--- src/pdeo_pkg.sv ---
// constants shared by the port d/e override block
package pdeo_pkg;
    // port width and lcd mask field width
    localparam int          PIN_CNT    = 8;
    localparam int          LCD_PM_W   = 3;
    // lcd mask thresholds per pin pair (pair used while mask > value)
    localparam logic [2:0]  LCD_THR_76 = 3'h1;
    localparam logic [2:0]  LCD_THR_54 = 3'h2;
    localparam logic [2:0]  LCD_THR_32 = 3'h3;
    localparam logic [2:0]  LCD_THR_10 = 3'h4;
    // pin positions of the alternate functions
    localparam int          PIN_DIVIDED_CLOCK_PIN   = 7;
    localparam int          PIN_SDO    = 6;
    localparam int          PIN_SDA    = 5;
    localparam int          PIN_SCL    = 4;
    localparam int          PIN_XCK    = 2;
    localparam int          PIN_RXD    = 0;
    localparam int          PIN_EXT0   = 1;
    localparam int          PIN_CAPT   = 0;
    // reset values of the registered pin controls
    localparam logic [7:0]  RST_PU     = 8'h00;
    localparam logic [7:0]  RST_OE     = 8'h00;
    localparam logic [7:0]  RST_OUT    = 8'h00;
    localparam logic [7:0]  RST_IE     = 8'h00;
    localparam logic [7:0]  RST_SYNC   = 8'h00;
    localparam logic        RST_BIT    = 1'b0;
    // divided clock: cycles per half period of the output clock
    localparam int          DIVIDED_CLOCK_PIN_HALF  = 1;
    localparam int          DIVIDED_CLOCK_PIN_CNT_W = 8;
endpackage : pdeo_pkg

--- src/pdeo_sync.sv ---
// two flip-flop synchroniser for pin inputs
`timescale 1ns/100ps
`default_nettype none
module pdeo_sync
    import pdeo_pkg::*;
#(
    parameter int WIDTH = PIN_CNT
) (
    input  wire logic             REF_CLK_I,
    input  wire logic             SYS_RST_I,
    input  wire logic [WIDTH-1:0] async_i,
    output logic      [WIDTH-1:0] sync_o
);
    logic [WIDTH-1:0] stage1;

    // first stage feeds only the second stage
    always_ff @(posedge REF_CLK_I) begin
        if (SYS_RST_I) begin
            stage1 <= RST_SYNC[WIDTH-1:0];
            sync_o <= RST_SYNC[WIDTH-1:0];
        end else begin
            stage1 <= async_i;
            sync_o <= stage1;
        end
    end
endmodule : pdeo_sync
`default_nettype wire

--- src/pdeo_clkdiv.sv ---
// divided clock generator that may keep running through reset
`timescale 1ns/100ps
`default_nettype none
module pdeo_clkdiv
    import pdeo_pkg::*;
#(
    parameter int HALF = DIVIDED_CLOCK_PIN_HALF
) (
    input  wire logic REF_CLK_I,
    input  wire logic SYS_RST_I,
    input  wire logic keep_run_i,
    output logic      tick_o,
    output logic      level_o
);
    localparam logic [DIVIDED_CLOCK_PIN_CNT_W-1:0] LAST = DIVIDED_CLOCK_PIN_CNT_W'(HALF - 1);
    logic [DIVIDED_CLOCK_PIN_CNT_W-1:0] cnt;
    logic                  hold;

    // reset stops the divider only while it is not needed on the pin
    assign hold = SYS_RST_I && !keep_run_i;

    // half period counter, one-cycle tick at its end
    always_ff @(posedge REF_CLK_I) begin
        if (hold) begin
            cnt    <= '0;
            tick_o <= RST_BIT;
        end else if (cnt == LAST) begin
            cnt    <= '0;
            tick_o <= 1'b1;
        end else begin
            cnt    <= cnt + 1'b1;
            tick_o <= 1'b0;
        end
    end

    // output clock level flips on each tick
    always_ff @(posedge REF_CLK_I) begin
        if (hold) begin
            level_o <= RST_BIT;
        end else if (tick_o) begin
            level_o <= ~level_o;
        end
    end
endmodule : pdeo_clkdiv
`default_nettype wire

--- src/pdeo_top.sv ---
// pin override logic for the two general-purpose ports d and e
//
// Function
// - lcd on and mask above 1: D7, D6 lose pull-up, output drive, input
// - lcd on and mask above 2: D5, D4 forced the same way
// - lcd on and mask above 3: D3, D2 forced the same way
// - lcd on and mask above 4: D0 fully forced; D1 pull-up and direction forced off
// - D1 input enable taken by lcd or ext_a; value is their AND
// - D0 digital input drives timer 1 capture input
// - clock fuse set: E7 driven as output with divided clock
// - clock fuse set: divided clock stays on E7 during reset
// - three-wire mode: E6 output carries serial data output
// - two-wire: E5 pull-up off, open-drain direction, output low
// - two-wire: E4 pull-up off, clock-hold direction, output low, toggle
// - E5, E4 input enabled by pin-change mask or start irq enable
// - port e pin-change pins keep input enabled when masked in
// - E2 direction bit picks usart clock output or input
// - E2 is usart clock only in synchronous mode
// - receiver enabled: E0 forced to input
// - receiver enabled: E0 pull-up follows port bit unless disabled
`timescale 1ns/100ps
`default_nettype none
module pdeo_top
    import pdeo_pkg::*;
(
    input  wire logic                REF_CLK_I,
    input  wire logic                SYS_RST_I,
    input  wire logic [7:0]          PORT_D_I,
    input  wire logic [7:0]          DIR_D_I,
    input  wire logic [7:0]          PORT_E_I,
    input  wire logic [7:0]          DIR_E_I,
    input  wire logic                PULLUP_DISABLE_I,
    input  wire logic                LCD_ENABLE_I,
    input  wire logic [LCD_PM_W-1:0] LCD_PORT_MASK_I,
    input  wire logic                EXT_A_I,
    input  wire logic                CLOCK_OUT_FUSE_I,
    input  wire logic                SERIF_TWO_WIRE_MODE_I,
    input  wire logic                SERIF_THREE_WIRE_MODE_I,
    input  wire logic                SERIF_DATA_OUT_I,
    input  wire logic                CLOCK_HOLD_I,
    input  wire logic                CLOCK_TOGGLE_STROBE_I,
    input  wire logic                START_COND_IRQ_ENABLE_I,
    input  wire logic                PIN_CHANGE_GROUP0_ENABLE_I,
    input  wire logic [7:0]          PIN_CHANGE_MASK_I,
    input  wire logic                USART_SYNC_MODE_I,
    input  wire logic                USART_EXT_CLOCK_OUT_I,
    input  wire logic                USART_RX_ENABLE_I,
    input  wire logic [7:0]          PD_PIN_I,
    input  wire logic [7:0]          PE_PIN_I,
    output logic      [7:0]          PD_PULLUP_O,
    output logic      [7:0]          PD_OE_O,
    output logic      [7:0]          PD_OUT_O,
    output logic      [7:0]          PD_IE_O,
    output logic      [7:0]          PE_PULLUP_O,
    output logic      [7:0]          PE_OE_O,
    output logic      [7:0]          PE_OUT_O,
    output logic      [7:0]          PE_IE_O,
    output logic                     EXT_A_IN_O,
    output logic                     TIMER1_CAPTURE_INPUT_O,
    output logic      [7:0]          PIN_CHANGE_IN_O,
    output logic                     SERIF_DATA_IN_O,
    output logic                     SERIF_CLOCK_IN_O,
    output logic                     USART_RX_IN_O,
    output logic                     USART_EXT_CLOCK_IN_O
);
    // override enables and values per pin
    logic [7:0] d_pu_en, d_pu_val, d_dir_en, d_dir_val;
    logic [7:0] d_out_en, d_out_val, d_ie_en, d_ie_val;
    logic [7:0] e_pu_en, e_pu_val, e_dir_en, e_dir_val;
    logic [7:0] e_out_en, e_out_val, e_ie_en, e_ie_val;
    logic [7:0] e_tog_en;
    // resolved controls before the output flops
    logic [7:0] next_pd_pu, next_pd_oe, next_pd_out, next_pd_ie;
    logic [7:0] next_pe_pu, next_pe_oe, next_pe_out, next_pe_ie;
    logic [7:0] pd_sync, pe_sync, pc_hit;
    logic       divided_clock_pin_tick, divided_clock_pin_level, scl_tog;
    logic       lcd_76, lcd_54, lcd_32, lcd_10;

    // replace the port control where the override is active
    function automatic logic [7:0] resolve(input logic [7:0] en,
                                           input logic [7:0] val,
                                           input logic [7:0] base);
        resolve = (en & val) | (~en & base);
    endfunction : resolve

    // lcd takes a pin pair while enabled and the mask is above a threshold
    function automatic logic lcd_take(input logic [LCD_PM_W-1:0] pm,
                                      input logic [LCD_PM_W-1:0] thr);
        lcd_take = LCD_ENABLE_I && (pm > thr);
    endfunction : lcd_take

    // pin inputs come from outside the clock domain
    pdeo_sync #(.WIDTH(PIN_CNT)) u_sync_d (
        .REF_CLK_I (REF_CLK_I),
        .SYS_RST_I (SYS_RST_I),
        .async_i   (PD_PIN_I),
        .sync_o    (pd_sync)
    );
    pdeo_sync #(.WIDTH(PIN_CNT)) u_sync_e (
        .REF_CLK_I (REF_CLK_I),
        .SYS_RST_I (SYS_RST_I),
        .async_i   (PE_PIN_I),
        .sync_o    (pe_sync)
    );

    // divided system clock, kept alive through reset by the fuse
    pdeo_clkdiv #(.HALF(DIVIDED_CLOCK_PIN_HALF)) u_clkdiv (
        .REF_CLK_I  (REF_CLK_I),
        .SYS_RST_I  (SYS_RST_I),
        .keep_run_i (CLOCK_OUT_FUSE_I),
        .tick_o     (divided_clock_pin_tick),
        .level_o    (divided_clock_pin_level)
    );

    // serial clock toggle state applied to E4 port value
    always_ff @(posedge REF_CLK_I) begin
        if (SYS_RST_I) begin
            scl_tog <= RST_BIT;
        end else if (e_tog_en[PIN_SCL]) begin
            scl_tog <= ~scl_tog;
        end
    end

    // port d: lcd segments, external interrupt and capture pin
    always_comb begin
        lcd_76    = lcd_take(LCD_PORT_MASK_I, LCD_THR_76);
        lcd_54    = lcd_take(LCD_PORT_MASK_I, LCD_THR_54);
        lcd_32    = lcd_take(LCD_PORT_MASK_I, LCD_THR_32);
        lcd_10    = lcd_take(LCD_PORT_MASK_I, LCD_THR_10);
        d_pu_en   = {{2{lcd_76}}, {2{lcd_54}}, {2{lcd_32}}, {2{lcd_10}}};
        d_dir_en  = d_pu_en;
        d_ie_en   = d_pu_en;
        d_pu_val  = 8'h00;
        d_dir_val = 8'h00;
        d_out_en  = 8'h00;
        d_out_val = 8'h00;
        d_ie_val  = 8'h00;
        d_ie_en[PIN_EXT0]  = LCD_ENABLE_I || EXT_A_I;
        d_ie_val[PIN_EXT0] = LCD_ENABLE_I && EXT_A_I;
    end

    // port e: pin change, clock out, serial interface, usart
    always_comb begin
        pc_hit    = PIN_CHANGE_MASK_I & {8{PIN_CHANGE_GROUP0_ENABLE_I}};
        e_pu_en   = 8'h00;
        e_pu_val  = 8'h00;
        e_dir_en  = 8'h00;
        e_dir_val = 8'h00;
        e_out_en  = 8'h00;
        e_out_val = 8'h00;
        e_tog_en  = 8'h00;
        e_ie_en   = pc_hit;
        e_ie_val  = 8'hff;
        // divided clock drives E7 regardless of port and direction
        e_dir_en[PIN_DIVIDED_CLOCK_PIN]  = CLOCK_OUT_FUSE_I;
        e_dir_val[PIN_DIVIDED_CLOCK_PIN] = 1'b1;
        e_out_en[PIN_DIVIDED_CLOCK_PIN]  = CLOCK_OUT_FUSE_I;
        e_out_val[PIN_DIVIDED_CLOCK_PIN] = divided_clock_pin_level;
        // three-wire data output
        e_out_en[PIN_SDO]   = SERIF_THREE_WIRE_MODE_I;
        e_out_val[PIN_SDO]  = SERIF_DATA_OUT_I;
        // two-wire data line, open drain by direction
        e_pu_en[PIN_SDA]    = SERIF_TWO_WIRE_MODE_I;
        e_dir_en[PIN_SDA]   = SERIF_TWO_WIRE_MODE_I;
        e_dir_val[PIN_SDA]  = (~SERIF_DATA_OUT_I | ~PORT_E_I[PIN_SDA])
                              & DIR_E_I[PIN_SDA];
        e_out_en[PIN_SDA]   = SERIF_TWO_WIRE_MODE_I & DIR_E_I[PIN_SDA];
        // two-wire clock line with hold and toggle
        e_pu_en[PIN_SCL]    = SERIF_TWO_WIRE_MODE_I;
        e_dir_en[PIN_SCL]   = SERIF_TWO_WIRE_MODE_I;
        e_dir_val[PIN_SCL]  = (CLOCK_HOLD_I & ~PORT_E_I[PIN_SCL])
                              | DIR_E_I[PIN_SCL];
        e_out_en[PIN_SCL]   = SERIF_TWO_WIRE_MODE_I & DIR_E_I[PIN_SCL];
        e_tog_en[PIN_SCL]   = CLOCK_TOGGLE_STROBE_I;
        // start condition detector needs both two-wire inputs
        e_ie_en[PIN_SDA]    = pc_hit[PIN_SDA]
                              | START_COND_IRQ_ENABLE_I;
        e_ie_en[PIN_SCL]    = pc_hit[PIN_SCL]
                              | START_COND_IRQ_ENABLE_I;
        // usart clock drives only in synchronous mode with direction set
        e_out_en[PIN_XCK]   = USART_SYNC_MODE_I & DIR_E_I[PIN_XCK];
        e_out_val[PIN_XCK]  = USART_EXT_CLOCK_OUT_I;
        // receiver forces input, pull-up from port bit
        e_pu_en[PIN_RXD]    = USART_RX_ENABLE_I;
        e_pu_val[PIN_RXD]   = PORT_E_I[PIN_RXD] & ~PULLUP_DISABLE_I;
        e_dir_en[PIN_RXD]   = USART_RX_ENABLE_I;
        e_dir_val[PIN_RXD]  = 1'b0;
    end

    // resolve overrides against port registers
    always_comb begin
        next_pd_pu  = resolve(d_pu_en, d_pu_val,
                              PORT_D_I & ~DIR_D_I & {8{~PULLUP_DISABLE_I}});
        next_pd_oe  = resolve(d_dir_en, d_dir_val, DIR_D_I);
        next_pd_out = resolve(d_out_en, d_out_val, PORT_D_I);
        next_pd_ie  = resolve(d_ie_en, d_ie_val, 8'hff);
        next_pe_pu  = resolve(e_pu_en, e_pu_val,
                              PORT_E_I & ~DIR_E_I & {8{~PULLUP_DISABLE_I}});
        next_pe_oe  = resolve(e_dir_en, e_dir_val, DIR_E_I);
        next_pe_out = resolve(e_out_en, e_out_val,
                              PORT_E_I ^ {3'h0, scl_tog, 4'h0});
        next_pe_ie  = resolve(e_ie_en, e_ie_val, 8'hff);
    end

    // port d pin control flops
    always_ff @(posedge REF_CLK_I) begin
        if (SYS_RST_I) begin
            PD_PULLUP_O <= RST_PU;
            PD_OE_O     <= RST_OE;
            PD_OUT_O    <= RST_OUT;
            PD_IE_O     <= RST_IE;
        end else begin
            PD_PULLUP_O <= next_pd_pu;
            PD_OE_O     <= next_pd_oe;
            PD_OUT_O    <= next_pd_out;
            PD_IE_O     <= next_pd_ie;
        end
    end

    // port e pin control flops, E7 keeps the clock during reset
    always_ff @(posedge REF_CLK_I) begin
        if (SYS_RST_I) begin
            PE_PULLUP_O <= RST_PU;
            PE_OE_O     <= RST_OE | {CLOCK_OUT_FUSE_I, 7'h00};
            PE_OUT_O    <= RST_OUT
                           | {CLOCK_OUT_FUSE_I & divided_clock_pin_level, 7'h00};
        end else begin
            PE_PULLUP_O <= next_pe_pu;
            PE_OE_O     <= next_pe_oe;
            PE_OUT_O    <= next_pe_out;
        end
    end

    // port e input enable flop
    always_ff @(posedge REF_CLK_I) begin
        if (SYS_RST_I) begin
            PE_IE_O <= RST_IE;
        end else begin
            PE_IE_O <= next_pe_ie;
        end
    end

    // digital inputs routed to the peripherals
    always_ff @(posedge REF_CLK_I) begin
        if (SYS_RST_I) begin
            EXT_A_IN_O             <= RST_BIT;
            TIMER1_CAPTURE_INPUT_O <= RST_BIT;
            PIN_CHANGE_IN_O        <= RST_SYNC;
            SERIF_DATA_IN_O        <= RST_BIT;
            SERIF_CLOCK_IN_O       <= RST_BIT;
            USART_RX_IN_O          <= RST_BIT;
            USART_EXT_CLOCK_IN_O   <= RST_BIT;
        end else begin
            EXT_A_IN_O  <= pd_sync[PIN_EXT0] & next_pd_ie[PIN_EXT0];
            TIMER1_CAPTURE_INPUT_O <= pd_sync[PIN_CAPT]
                                      & next_pd_ie[PIN_CAPT];
            PIN_CHANGE_IN_O  <= pe_sync & next_pe_ie;
            SERIF_DATA_IN_O  <= pe_sync[PIN_SDA] & next_pe_ie[PIN_SDA];
            SERIF_CLOCK_IN_O <= pe_sync[PIN_SCL] & next_pe_ie[PIN_SCL];
            USART_RX_IN_O    <= pe_sync[PIN_RXD] & next_pe_ie[PIN_RXD];
            USART_EXT_CLOCK_IN_O <= pe_sync[PIN_XCK] & USART_SYNC_MODE_I
                                    & ~DIR_E_I[PIN_XCK];
        end
    end
endmodule : pdeo_top
`default_nettype wire

--- config.mk ---
export PLATFORM = sky130hd
export DESIGN_NAME = pdeo_top
export DESIGN_NICKNAME = d
export VERILOG_FILES = /design/src/pdeo_pkg.sv /design/src/pdeo_sync.sv /design/src/pdeo_clkdiv.sv /design/src/pdeo_top.sv
export SDC_FILE = /design/constraint.sdc
export NUM_CORES = 1
export LEC_CHECK = 0
export ABC_AREA = 1
export BUFFER_PORTS_ARGS = -buffer_cell sky130_fd_sc_hd__clkbuf_2
export CORE_AREA = 2 2 99 101
export DETAILED_ROUTE_END_ITERATION = 12
export DIE_AREA = 0 0 101 103
export GPL_TIMING_DRIVEN = 1
export PLACE_DENSITY = 0.63
export SLEW_MARGIN = 5
export SYNTH_ARGS = -nofsm -noshare
export SYNTH_HDL_FRONTEND = slang
export SYNTH_SLANG_ARGS = --single-unit
--- constraint.sdc ---
create_clock -name REF_CLK_I -period 1.3 [get_ports REF_CLK_I]
set_clock_uncertainty 0.2 [all_clocks]
set_input_delay 0.26 -clock REF_CLK_I [delete_from_list [all_inputs] [get_ports REF_CLK_I]]
set_output_delay 0.26 -clock REF_CLK_I [all_outputs]
set_load 0.01 [all_outputs]
==> results of run 1 <==
## path summary, 6_finish.rpt
check | start | endpoint | slack (ns)
hold reg to reg | u_sync_e.sync_o[0]$_SDFF_PP0_ | PIN_CHANGE_IN_O[0]$_SDFF_PP0_ | 0.20
hold / removal | LCD_ENABLE_I | PD_IE_O[1]$_SDFF_PP0_ | 0.03
setup reg to reg | u_clkdiv.cnt[0]$_SDFF_PP0_ | u_clkdiv.cnt[2]$_SDFF_PP0_ | 0.03
setup / recovery | PE_IE_O[6]$_SDFF_PP0_ | PE_IE_O[3] | -0.02
## flip-flops by register name, indices dropped and copies added (netlist names), 2 cells and up
signal           flops
PD_OE_O              8
PD_OUT_O             8
PD_PULLUP_O          8
PE_OE_O              8
PE_OUT_O             8
PE_PULLUP_O          8
PIN_CHANGE_IN_O      8
u_clkdiv.cnt         8
u_sync_e.stage1      8
u_sync_e.sync_o      8
PD_IE_O              5
u_sync_d.stage1      2
u_sync_d.sync_o      2
## cells in the final DEF, fill, tap and decap left out, types with 12 or more instances in the layout
cell	synthesis	layout
inv_1	73	71
dfxtp_1	96	61
dlygate4sd3_1	0	52
nor2_1	76	73
buf_2	4	22
nand2_1	28	26
nand3_1	13	12
clkbuf_2	0	89
buf_6	1	24
dfxtp_2	0	33
## what timing repair did
action | in CTS | in global routing
gates resized for setup | 23 | 108
hold endpoints to repair | 62 | 0
pin swaps | 4 | 5
setup buffers | 2 | 1
hold buffers | 52 | 0
setup endpoints to repair | 35 | 63
## logic make-up (layout without fill, tap and decap cells)
family,after synthesis,after routing
buffers and inverters,95,292
AO/OA/AOI/OAI,17,17
AND/OR/NAND/NOR,140,140
XOR/XNOR,5,5
flip-flops,96,96
adder cells (fa/ha/maj),2,2
## layout make-up
type | count | area (um^2) | area share (%)
Clock buffer | 10 | 138 | 2.75
Clock inverter | 6 | 90.1 | 1.80
Inverter | 76 | 293 | 5.85
Multi-Input combinational cell | 164 | 911 | 18.2
Sequential cell | 96 | 1970 | 39.3
Tap cell | 114 | 143 | 2.85
Timing Repair Buffer | 200 | 1460 | 29.2
## synthesized netlist by cell type (all sizes together)
library cell / n / share of area, %
a211oi: 1 / 0.24
nor2: 84 / 11
a21oi: 7 / 1.5
dfxtp: 96 / 60
nor4: 3 / 1.2
ha: 2 / 0.79
nor3b: 1 / 0.24
or2: 1 / 0.20
xor2: 1 / 0.28
o31ai: 1 / 0.24
nor3: 5 / 0.94
o21ai: 8 / 1.4
inv: 76 / 9.1
nand3: 14 / 2.4
xnor2: 4 / 1.1
buf: 19 / 4.3
nand2: 32 / 5.0
## report_power, final
part / internal, mW / leakage [nW] / total (mW) / switching (mW)
Sequential: 3.08 / 0.804 / 3.14 / 0.0562
Clock: 1.15 / 0.113 / 2.18 / 1.03
Combinational: 0.372 / 1.55 / 0.688 / 0.316
Total: 4.60 / 2.47 / 6.00 / 1.40
## routing by layer
layer	global-route usage, %	part of all wire [%]	vias to the layer above
met4	8.42	2.4	0
met3	3.32	5.1	15
met5	0	0	-
met1	15.4	39	1221
met2	27.3	53	82
li1	-	-	1412
## stage by stage
| stage | utilization [%] | instances | hold WS, ns | instance area [um^2] | TNS (ns) |
|---|---|---|---|---|---|
| after floorplan | - | 355 | 0.130 | 3180 | 0 |
| after global placement | 41.7 | 595 | 0.189 | 3950 | -0.00911 |
| after detailed placement | 41.7 | 595 | 0.194 | 3950 | -0.138 |
| after CTS | 50.3 | 665 | 0.0172 | 4760 | -0.508 |
| after global routing | 52.9 | 666 | 0.0325 | 5010 | -0.727 |
| final | 52.9 | 666 | 0.0284 | 5010 | -0.156 |
==> qor.txt, run 1 <==
Outcome -> complete, but fails checks
Violated checks -> setup timing
Min Clock Period, post-route -> 1.32 ns
Clock-pin slew on the worst setup and hold paths -> 0.08 ns
First-pass GRT wire length -> 11.7 mm
Worst IR drop on VDD -> 0.000662 V
Syn Nets -> 432
Crit Path Category -> reg -> out
# Max-Cap Violations -> 0
Root Driver -> clkbuf_8
IO Port Bufs -> 136
Crit Path Max Fanout -> 8
Avg Vias per Cell -> 4.10
Die W -> 101 um
Layout cell share with drive strength beyond 1 -> 42.6%
Sequential area share after synthesis -> 60.4%
Final Hold Vio Count -> 0
Synth Area in XOR/XNOR -> 1.38%
RSZ-0062 raised after global routing -> yes
Worst path slowest cell -> dfxtp_4
CTS sink cnt -> 96
Starting density of the core -> 33.6%
Pleak -> 2.47 nW
Area grow syn2layout -> 57.4%
Routed len/inst -> 11.7 um
CP max stage delay -> 0.37 ns
FP Rows -> 36
Worst Tran Pin Value -> 0.294 ns
CTS Buf Count -> 9
Cell area after synthesis -> 3180 um^2
IO Pins -> 153
Fill cells -> 835
Simple-gate share of the synthesized area -> 20.7%
Post-Route WL -> 7.81 mm
Die height -> 103 um
Final WS setup -> -0.0208 ns
Pin count of the biggest net entering global routing -> 25
Post-synthesis mux area share -> 0%
Total gr overflow -> 0
Worst Path Buf+Inv -> 1
FF+latch count, synth -> 96
Vias -> 2,730
Antenna violations before repair -> 0
First-pass DRT Iterations -> 4
Delay-heaviest family, CP -> flip-flops
Crit-path cells -> buf_2
Worst reg2reg path depth -> 7
Vias in the first global route -> 2,603
Slew Limit Fails -> 0
Mean post-synth cell area -> 8.96 um^2
Compound-Gate Fraction of Synth Area -> 3.30%
Slew Limit Headroom -> 80.4%
Tot GR Track Use -> 14.8%
Gate Count Post-Synth -> 355
Die area -> 10,400 um^2
Post-Synth Adder-Cell Area -> 0.786%
Initial detailed-routing violation count -> 48
Max frequency -> 0.757 GHz
Remaining DRCs -> 0
Worst hold path type -> in -> reg
YS warnings -> 0
Final ANT Viol Nets -> 0
Worst skew pair latency -> 0.37 ns
Hold depth -> 3
Pwr Density -> 1200 nW/um^2
DP Worst Slack -> -0.0424 ns
Setup Viol. Count Final -> 8
Largest family of logic cells by synthesized area -> simple AND/OR/NAND/NOR gates
DP Wirelength -> 5.10 mm
Tcrit/Tclk final -> 102%
Req. time, crit path -> 0.84 ns
# diodes -> 0
Fin nets -> 624
Critical Path Source Type -> flop
CTS tree -> built
Synth cell types -> 30
Crit. End Element -> output port
Total power -> 6.00 mW
CTS Buffer Depth -> 2
H-tree levels -> 3
WP data arrival -> 0.86 ns
CP Depth -> 1
Gpl congestion -> 0.778
Core area -> 9460 um^2
(Power assumes the default switching activity.)
==> inputs of run 2 (changes only) <==
--- a/config.mk
+++ b/config.mk
@@ -16,3 +16,4 @@
 export SYNTH_ARGS = -nofsm -noshare
 export SYNTH_HDL_FRONTEND = slang
 export SYNTH_SLANG_ARGS = --single-unit
+export TNS_END_PERCENT = 5
==> constraint.sdc (replaced) <==
create_clock -name REF_CLK_I -period 1.12 [get_ports REF_CLK_I]
set_clock_uncertainty 0.2 [all_clocks]
set_input_delay 0.224 -clock REF_CLK_I [delete_from_list [all_inputs] [get_ports REF_CLK_I]]
set_output_delay 0.224 -clock REF_CLK_I [all_outputs]
set_load 0.02 [all_outputs]
==> run 2 against run 1 <==
- the flow finishes with violations (hold timing, setup timing)
- hold slack worse by 0.14 ns
- setup slack worse by 0.19 ns
- sequential share of layout area is 3.5 points lower
- highest routed layer unchanged
==> qor.txt, run 2 (synthesis results as in run 1) <==
H-tree levels -> 3 (unchanged)
Worst IR drop on VDD -> 0.000696 V (+5.2%)
Starting density of the core -> 33.6% (unchanged)
Root Driver -> clkbuf_8
Clock-pin slew on the worst setup and hold paths -> 0.10 ns (+0.02 ns)
Final Non-Filler Cells -> 676 (+1.5%)
IO Port Bufs -> 136 (unchanged)
Worst Setup EP -> PE_IE_O[1]
Net switching power -> 1.87 mW (+34%)
Slew Limit Fails -> 0 (unchanged)
DP Wirelength -> 5.31 mm (+4.1%)
CTS sink cnt -> 96 (unchanged)
Req. time, crit path -> 0.70 ns (-0.14 ns)
WHS -> -0.116 ns (-0.145 ns)
Min Clock Period, post-route -> 1.33 ns
Post-Layout Inst Area -> 5610 um^2 (+12%)
First-pass GRT wire length -> 13.2 mm (+13%)
Final WS setup -> -0.206 ns (-0.185 ns)
Area after DPL -> 4090 um^2 (+3.6%)
Power Internal -> 5.26 mW (+14%)
Setup Viol. Count Final -> 88 (+80)
Crit Path Max Fanout -> 8 (unchanged)
Violated checks -> hold timing, setup timing
CP Launch Point -> PE_IE_O[6]$_SDFF_PP0_
Worst skew pair latency -> 0.36 ns (about the same)
Worst path slowest cell -> dfxtp_4
Worst hold path type -> in -> reg
Crit Path Category -> reg -> out
Core area -> 9460 um^2 (unchanged)
Avg Vias per Cell -> 4.26 (+4.0%)
CP max stage delay -> 0.39 ns (+0.02 ns)
Met2 Use GR -> 33.2% (+5.9 points)
Pleak -> 2.66 nW (+7.8%)
CTS Buffer Depth -> 2 (unchanged)
Post-Route WL -> 9.11 mm (+17%)
Outcome -> complete, but fails checks
Cells after DPL -> 608 (+2.2%)
Die W -> 101 um (unchanged)
WP data arrival -> 0.90 ns (+0.04 ns)
Final ANT Viol Nets -> 0 (unchanged)
Area grow syn2layout -> 76.3%
Setup tns final -> -11.48 ns (-11.32 ns)
Delay-heaviest family, CP -> flip-flops
Met3 Track Usage GR -> 3.12% (-0.20 points)
Tot GR Track Use -> 16.8% (+2.1 points)
Crit. End Element -> output port
DP Worst Slack -> -0.152 ns (-0.110 ns)
Slew Limit Headroom -> 80.0% (-0.44 points)
CTS Buf Count -> 9 (unchanged)
IO Pins -> 153 (unchanged)
Crit-path cells -> buf_4
Die area -> 10,400 um^2 (unchanged)
Worst reg2reg path depth -> 7 (unchanged)
Worst r2r src -> u_clkdiv.cnt[0]$_SDFF_PP0_
Pwr Density -> 1270 nW/um^2 (+6.2%)
Fin util -> 59.3% (+6.3 points)
Critical Path Source Type -> flop
FP Rows -> 36 (unchanged)
Initial detailed-routing violation count -> 54 (+13%)
Final Hold Vio Count -> 4 (+4)
HP Start -> PORT_E_I[0]
Post-CTS Hold Fix Bufs -> 52 (unchanged)
Global Route met1 Usage -> 16.4% (+0.99 points)
Layout cell share with drive strength beyond 1 -> 49.1% (+6.5 points)
Clk pwr share -> 32.7% (-3.6 points)
Pin count of the biggest net entering global routing -> 18 (-28%)
Combinational power share -> 15.6% (+4.1 points)
Routed len/inst -> 13.5 um (+15%)
Reg2reg end -> u_clkdiv.cnt[4]$_SDFF_PP0_
Worst R2R Setup Slack -> -0.14 ns (-0.17 ns)
Most frequent cells in the layout -> 76 x nor2_1, 70 x inv_1, 66 x dfxtp_2
GR peak layer -> met2
Vias in the first global route -> 2,844 (+9.3%)
Max frequency -> 0.754 GHz
RSZ-0062 raised after global routing -> yes
CP Depth -> 1 (unchanged)
# Max-Cap Violations -> 0 (unchanged)
Most common cell after layout, fill and taps aside -> nor2_1
Gpl congestion -> 0.825 (+6.1%)
Worst Tran Pin Value -> 0.301 ns (+0.00655 ns)
Vias -> 2,882 (+5.6%)
CTS tree -> built
Worst Path Buf+Inv -> 1 (unchanged)
Die height -> 103 um (unchanged)
Net Sw Frac -> 26.3% (+2.9 points)
Remaining DRCs -> 0 (unchanged)
Antenna violations before repair -> 0 (unchanged)
First-pass DRT Iterations -> 4 (unchanged)
Tcrit/Tclk final -> 118%
Fin nets -> 634 (+1.6%)
Total power -> 7.13 mW (+19%)
Flop pwr share -> 51.7% (-0.6 points)
# diodes -> 0 (unchanged)
Total gr overflow -> 0 (unchanged)
## run 2: repair_timing
action,in CTS,in global routing
endpoints found under the hold margin,61,2
setup buffers,0,0
setup endpoints to repair,87,93
pin swaps,1,2
resized for setup,188,109
## run 2: area by class of cell
class,instances,area [um^2]
Fill cell,759,3850
Inverter,76,290
Clock buffer,9,124
Tap cell,114,143
Multi-Input combinational cell,164,866
Timing Repair Buffer,210,2090
Sequential cell,96,2010
Clock inverter,7,80.1
## run 2: layer usage
layer  vias to the layer above  part of all wire (%)
met5                         -                     0
met4                         0                   3.4
met3                        24                   4.9
met2                       108                    55
met1                      1316                    37
li1                       1434                     -
## run 2: worst min-delay path by stage
stage | to | slack [ns] | cells past startpoint
after detailed placement | PIN_CHANGE_IN_O[6]$_SDFF_PP0_ | 0.19 | 2
after global routing | PE_OUT_O[0]$_SDFF_PP0_ | -0.11 | 3
after CTS | PE_OUT_O[0]$_SDFF_PP0_ | -0.13 | 3
after floorplan | PE_PULLUP_O[5]$_SDFF_PP0_ | 0.09 | 1
final | PE_OUT_O[0]$_SDFF_PP0_ | -0.12 | 3
after global placement | PIN_CHANGE_IN_O[5]$_SDFF_PP0_ | 0.19 | 2
## run 2: power groups by stage
stage | sequential [mW] | clock (mW) | combinational [mW]
after floorplan | 3.83 | 0 | 0.271
after global placement | 3.69 | 0 | 0.719
after detailed placement | 3.70 | 0 | 0.726
after CTS | 3.65 | 2.39 | 1.03
after global routing | 3.70 | 2.51 | 1.19
final | 3.69 | 2.34 | 1.11
==> inputs of run 3 (changes only) <==
--- a/config.mk
+++ b/config.mk
@@ -12,6 +12,7 @@
 export DIE_AREA = 0 0 101 103
 export GPL_TIMING_DRIVEN = 1
 export PLACE_DENSITY = 0.63
+export RECOVER_POWER = 50
 export SLEW_MARGIN = 5
 export SYNTH_ARGS = -nofsm -noshare
 export SYNTH_HDL_FRONTEND = slang
==> run 3 against run 2 <==
- largest power group unchanged
- sequential share of layout area rose by 0.40 points
- total power fell by 0.39%
- combinational power hardly changed
- the flow still finishes with violations (hold timing, setup timing)
- clock power about the same
- hold slack got worse by 0.0040 ns
- final cell count stayed put
- critical path depth is the same
- wire length rose by 0.51%
- non-clock buffer count unchanged
- largest cell class unchanged
==> qor.txt, run 3 (synthesis results as in run 1) <==
Initial detailed-routing violation count -> 60 (+11%)
Max frequency -> 0.754 GHz (about the same)
Slew Limit Fails -> 0 (unchanged)
Routed len/inst -> 13.5 um (+0.51%)
Starting density of the core -> 33.6% (unchanged)
First-pass GRT wire length -> 13.2 mm (unchanged)
RSZ-0062 raised after global routing -> yes
WP data arrival -> 0.90 ns (about the same)
FP Rows -> 36 (unchanged)
Worst Path Buf+Inv -> 1 (unchanged)
Die height -> 103 um (unchanged)
Critical Path Source Type -> flop
Die W -> 101 um (unchanged)
Total gr overflow -> 0 (unchanged)
Crit. End Element -> output port
Worst IR drop on VDD -> 0.000696 V (about the same)
Crit Path Category -> reg -> out
# diodes -> 0 (unchanged)
Crit-path cells -> buf_4
Core area -> 9460 um^2 (unchanged)
Worst reg2reg path depth -> 7 (unchanged)
Crit Path Max Fanout -> 8 (unchanged)
Total power -> 7.11 mW (-0.39%)
Clock-pin slew on the worst setup and hold paths -> 0.10 ns (about the same)
Vias -> 2,893 (+0.38%)
Flop pwr share -> 51.9% (+0.2 points)
IO Pins -> 153 (unchanged)
Antenna violations before repair -> 0 (unchanged)
# Max-Cap Violations -> 0 (unchanged)
WHS -> -0.120 ns (-0.00399 ns)
Min Clock Period, post-route -> 1.33 ns (+0.000196 ns)
Fill cells -> 767 (+1.1%)
CP max stage delay -> 0.39 ns (about the same)
Tot GR Track Use -> 16.8% (unchanged)
Slew Limit Headroom -> 67.8% (-12 points)
Final ANT Viol Nets -> 0 (unchanged)
Req. time, crit path -> 0.70 ns (about the same)
CTS Buf Count -> 9 (unchanged)
Net Sw Frac -> 26.3% (+0.036 points)
Post-Route WL -> 9.15 mm (+0.51%)
Avg Vias per Cell -> 4.28 (+0.38%)
Worst Tran Pin Value -> 0.482 ns (+0.182 ns)
DP Wirelength -> 5.31 mm (unchanged)
Tcrit/Tclk final -> 118% (about the same)
Gpl congestion -> 0.825 (unchanged)
Area grow syn2layout -> 74.3%
H-tree levels -> 3 (unchanged)
Outcome -> complete, but fails checks
Final WS setup -> -0.206 ns (-0.000196 ns)
Die area -> 10,400 um^2 (unchanged)
Fin nets -> 634 (unchanged)
Final Hold Vio Count -> 4 (unchanged)
Combinational power share -> 15.2% (-0.4 points)
Delay-heaviest family, CP -> flip-flops
Pleak -> 2.64 nW (-0.78%)
Net switching power -> 1.87 mW (-0.26%)
Post-CTS Setup Bufs -> 0 (unchanged)
Worst path slowest cell -> dfxtp_4
Root Driver -> clkbuf_8
CTS sink cnt -> 96 (unchanged)
Most common cell after layout, fill and taps aside -> nor2_1
Remaining DRCs -> 0 (unchanged)
Violated checks -> hold timing, setup timing
Pwr Density -> 1280 nW/um^2 (+0.73%)
Setup Viol. Count Final -> 88 (unchanged)
Clk pwr share -> 32.9% (+0.2 points)
Hold depth -> 3 (unchanged)
Worst hold path type -> in -> reg
Power Internal -> 5.24 mW (-0.44%)
Vias in the first global route -> 2,844 (unchanged)
CP Depth -> 1 (unchanged)
Most frequent cells in the layout -> 77 x nor2_1, 71 x inv_1, 66 x dfxtp_2
CTS tree -> built
Layout cell share with drive strength beyond 1 -> 47.9% (-1.2 points)
CTS Buffer Depth -> 2 (unchanged)
Post-CTS Hold Fix Bufs -> 52 (unchanged)
Worst skew pair latency -> 0.36 ns (about the same)
First-pass DRT Iterations -> 4 (unchanged)
Pin count of the biggest net entering global routing -> 18 (unchanged)
IO Port Bufs -> 136 (unchanged)
[run 3: repair_timing]
item | in CTS | in global routing
hold endpoints to repair | 61 | 2
gates resized for setup | 188 | 109
pin swaps | 1 | 2
setup endpoints to repair | 87 | 93
[run 3: worst register-to-register path, delay by kind of cell, from the launching register on]
family	cells	cell delay, ns
adder cells (fa/ha/maj)	1	0.14
buffers and inverters	1	0.07
flip-flops	1	0.35
AND/OR/NAND/NOR	5	0.40
[run 3: worst paths after layout]
| path | startpoint | slack (ns) | end |
|---|---|---|---|
| worst min register to register | u_sync_e.sync_o[6]$_SDFF_PP0_ | 0.20 | PIN_CHANGE_IN_O[6]$_SDFF_PP0_ |
| worst max-delay path | PE_IE_O[6]$_SDFF_PP0_ | -0.21 | PE_IE_O[1] |
| worst min-delay path | PORT_E_I[0] | -0.12 | PE_OUT_O[0]$_SDFF_PP0_ |
| worst max register to register | u_clkdiv.cnt[0]$_SDFF_PP0_ | -0.14 | u_clkdiv.cnt[4]$_SDFF_PP0_ |
[run 3: power by group through the flow]
| stage | Sequential (mW) | Clock (mW) | Combinational, mW |
|---|---|---|---|
| after floorplan | 3.83 | 0 | 0.271 |
| after global placement | 3.69 | 0 | 0.719 |
| after detailed placement | 3.70 | 0 | 0.726 |
| after CTS | 3.65 | 2.39 | 1.03 |
| after global routing | 3.70 | 2.51 | 1.16 |
| final | 3.69 | 2.34 | 1.08 |
[run 3: stage by stage]
| stage | setup WS [ns] | utilization, % | instances | setup TNS (ns) | area [um^2] |
|---|---|---|---|---|---|
| global placement | -0.115 | 43.3 | 608 | -1.64 | 4090 |
| floorplan | -0.0918 | - | 355 | -0.754 | 3200 |
| CTS | -0.243 | 57.8 | 676 | -14.00 | 5460 |
| finish | -0.206 | 58.6 | 676 | -11.53 | 5550 |
| global route | -0.242 | 58.6 | 676 | -14.88 | 5550 |
| detailed placement | -0.152 | 43.3 | 608 | -2.63 | 4090 |
[run 3: cell type report]
type / instances / area (um^2) / share of cell area [%]
Timing Repair Buffer: 210 / 2040 / 36.9
Sequential cell: 96 / 2010 / 36.3
Multi-Input combinational cell: 164 / 858 / 15.5
Inverter: 76 / 285 / 5.14
Tap cell: 114 / 143 / 2.57
Clock buffer: 9 / 124 / 2.23
Clock inverter: 7 / 80.1 / 1.44
[run 3: metal layers]
metal,wire (um),global-route usage (%),part of all wire [%],vias up
li1,-,-,-,1434
met1,3360,16.4,37,1325
met2,5000,33.2,55,110
met3,487,3.12,5.3,24
met4,308,9.36,3.4,0
met5,0,0,0,-
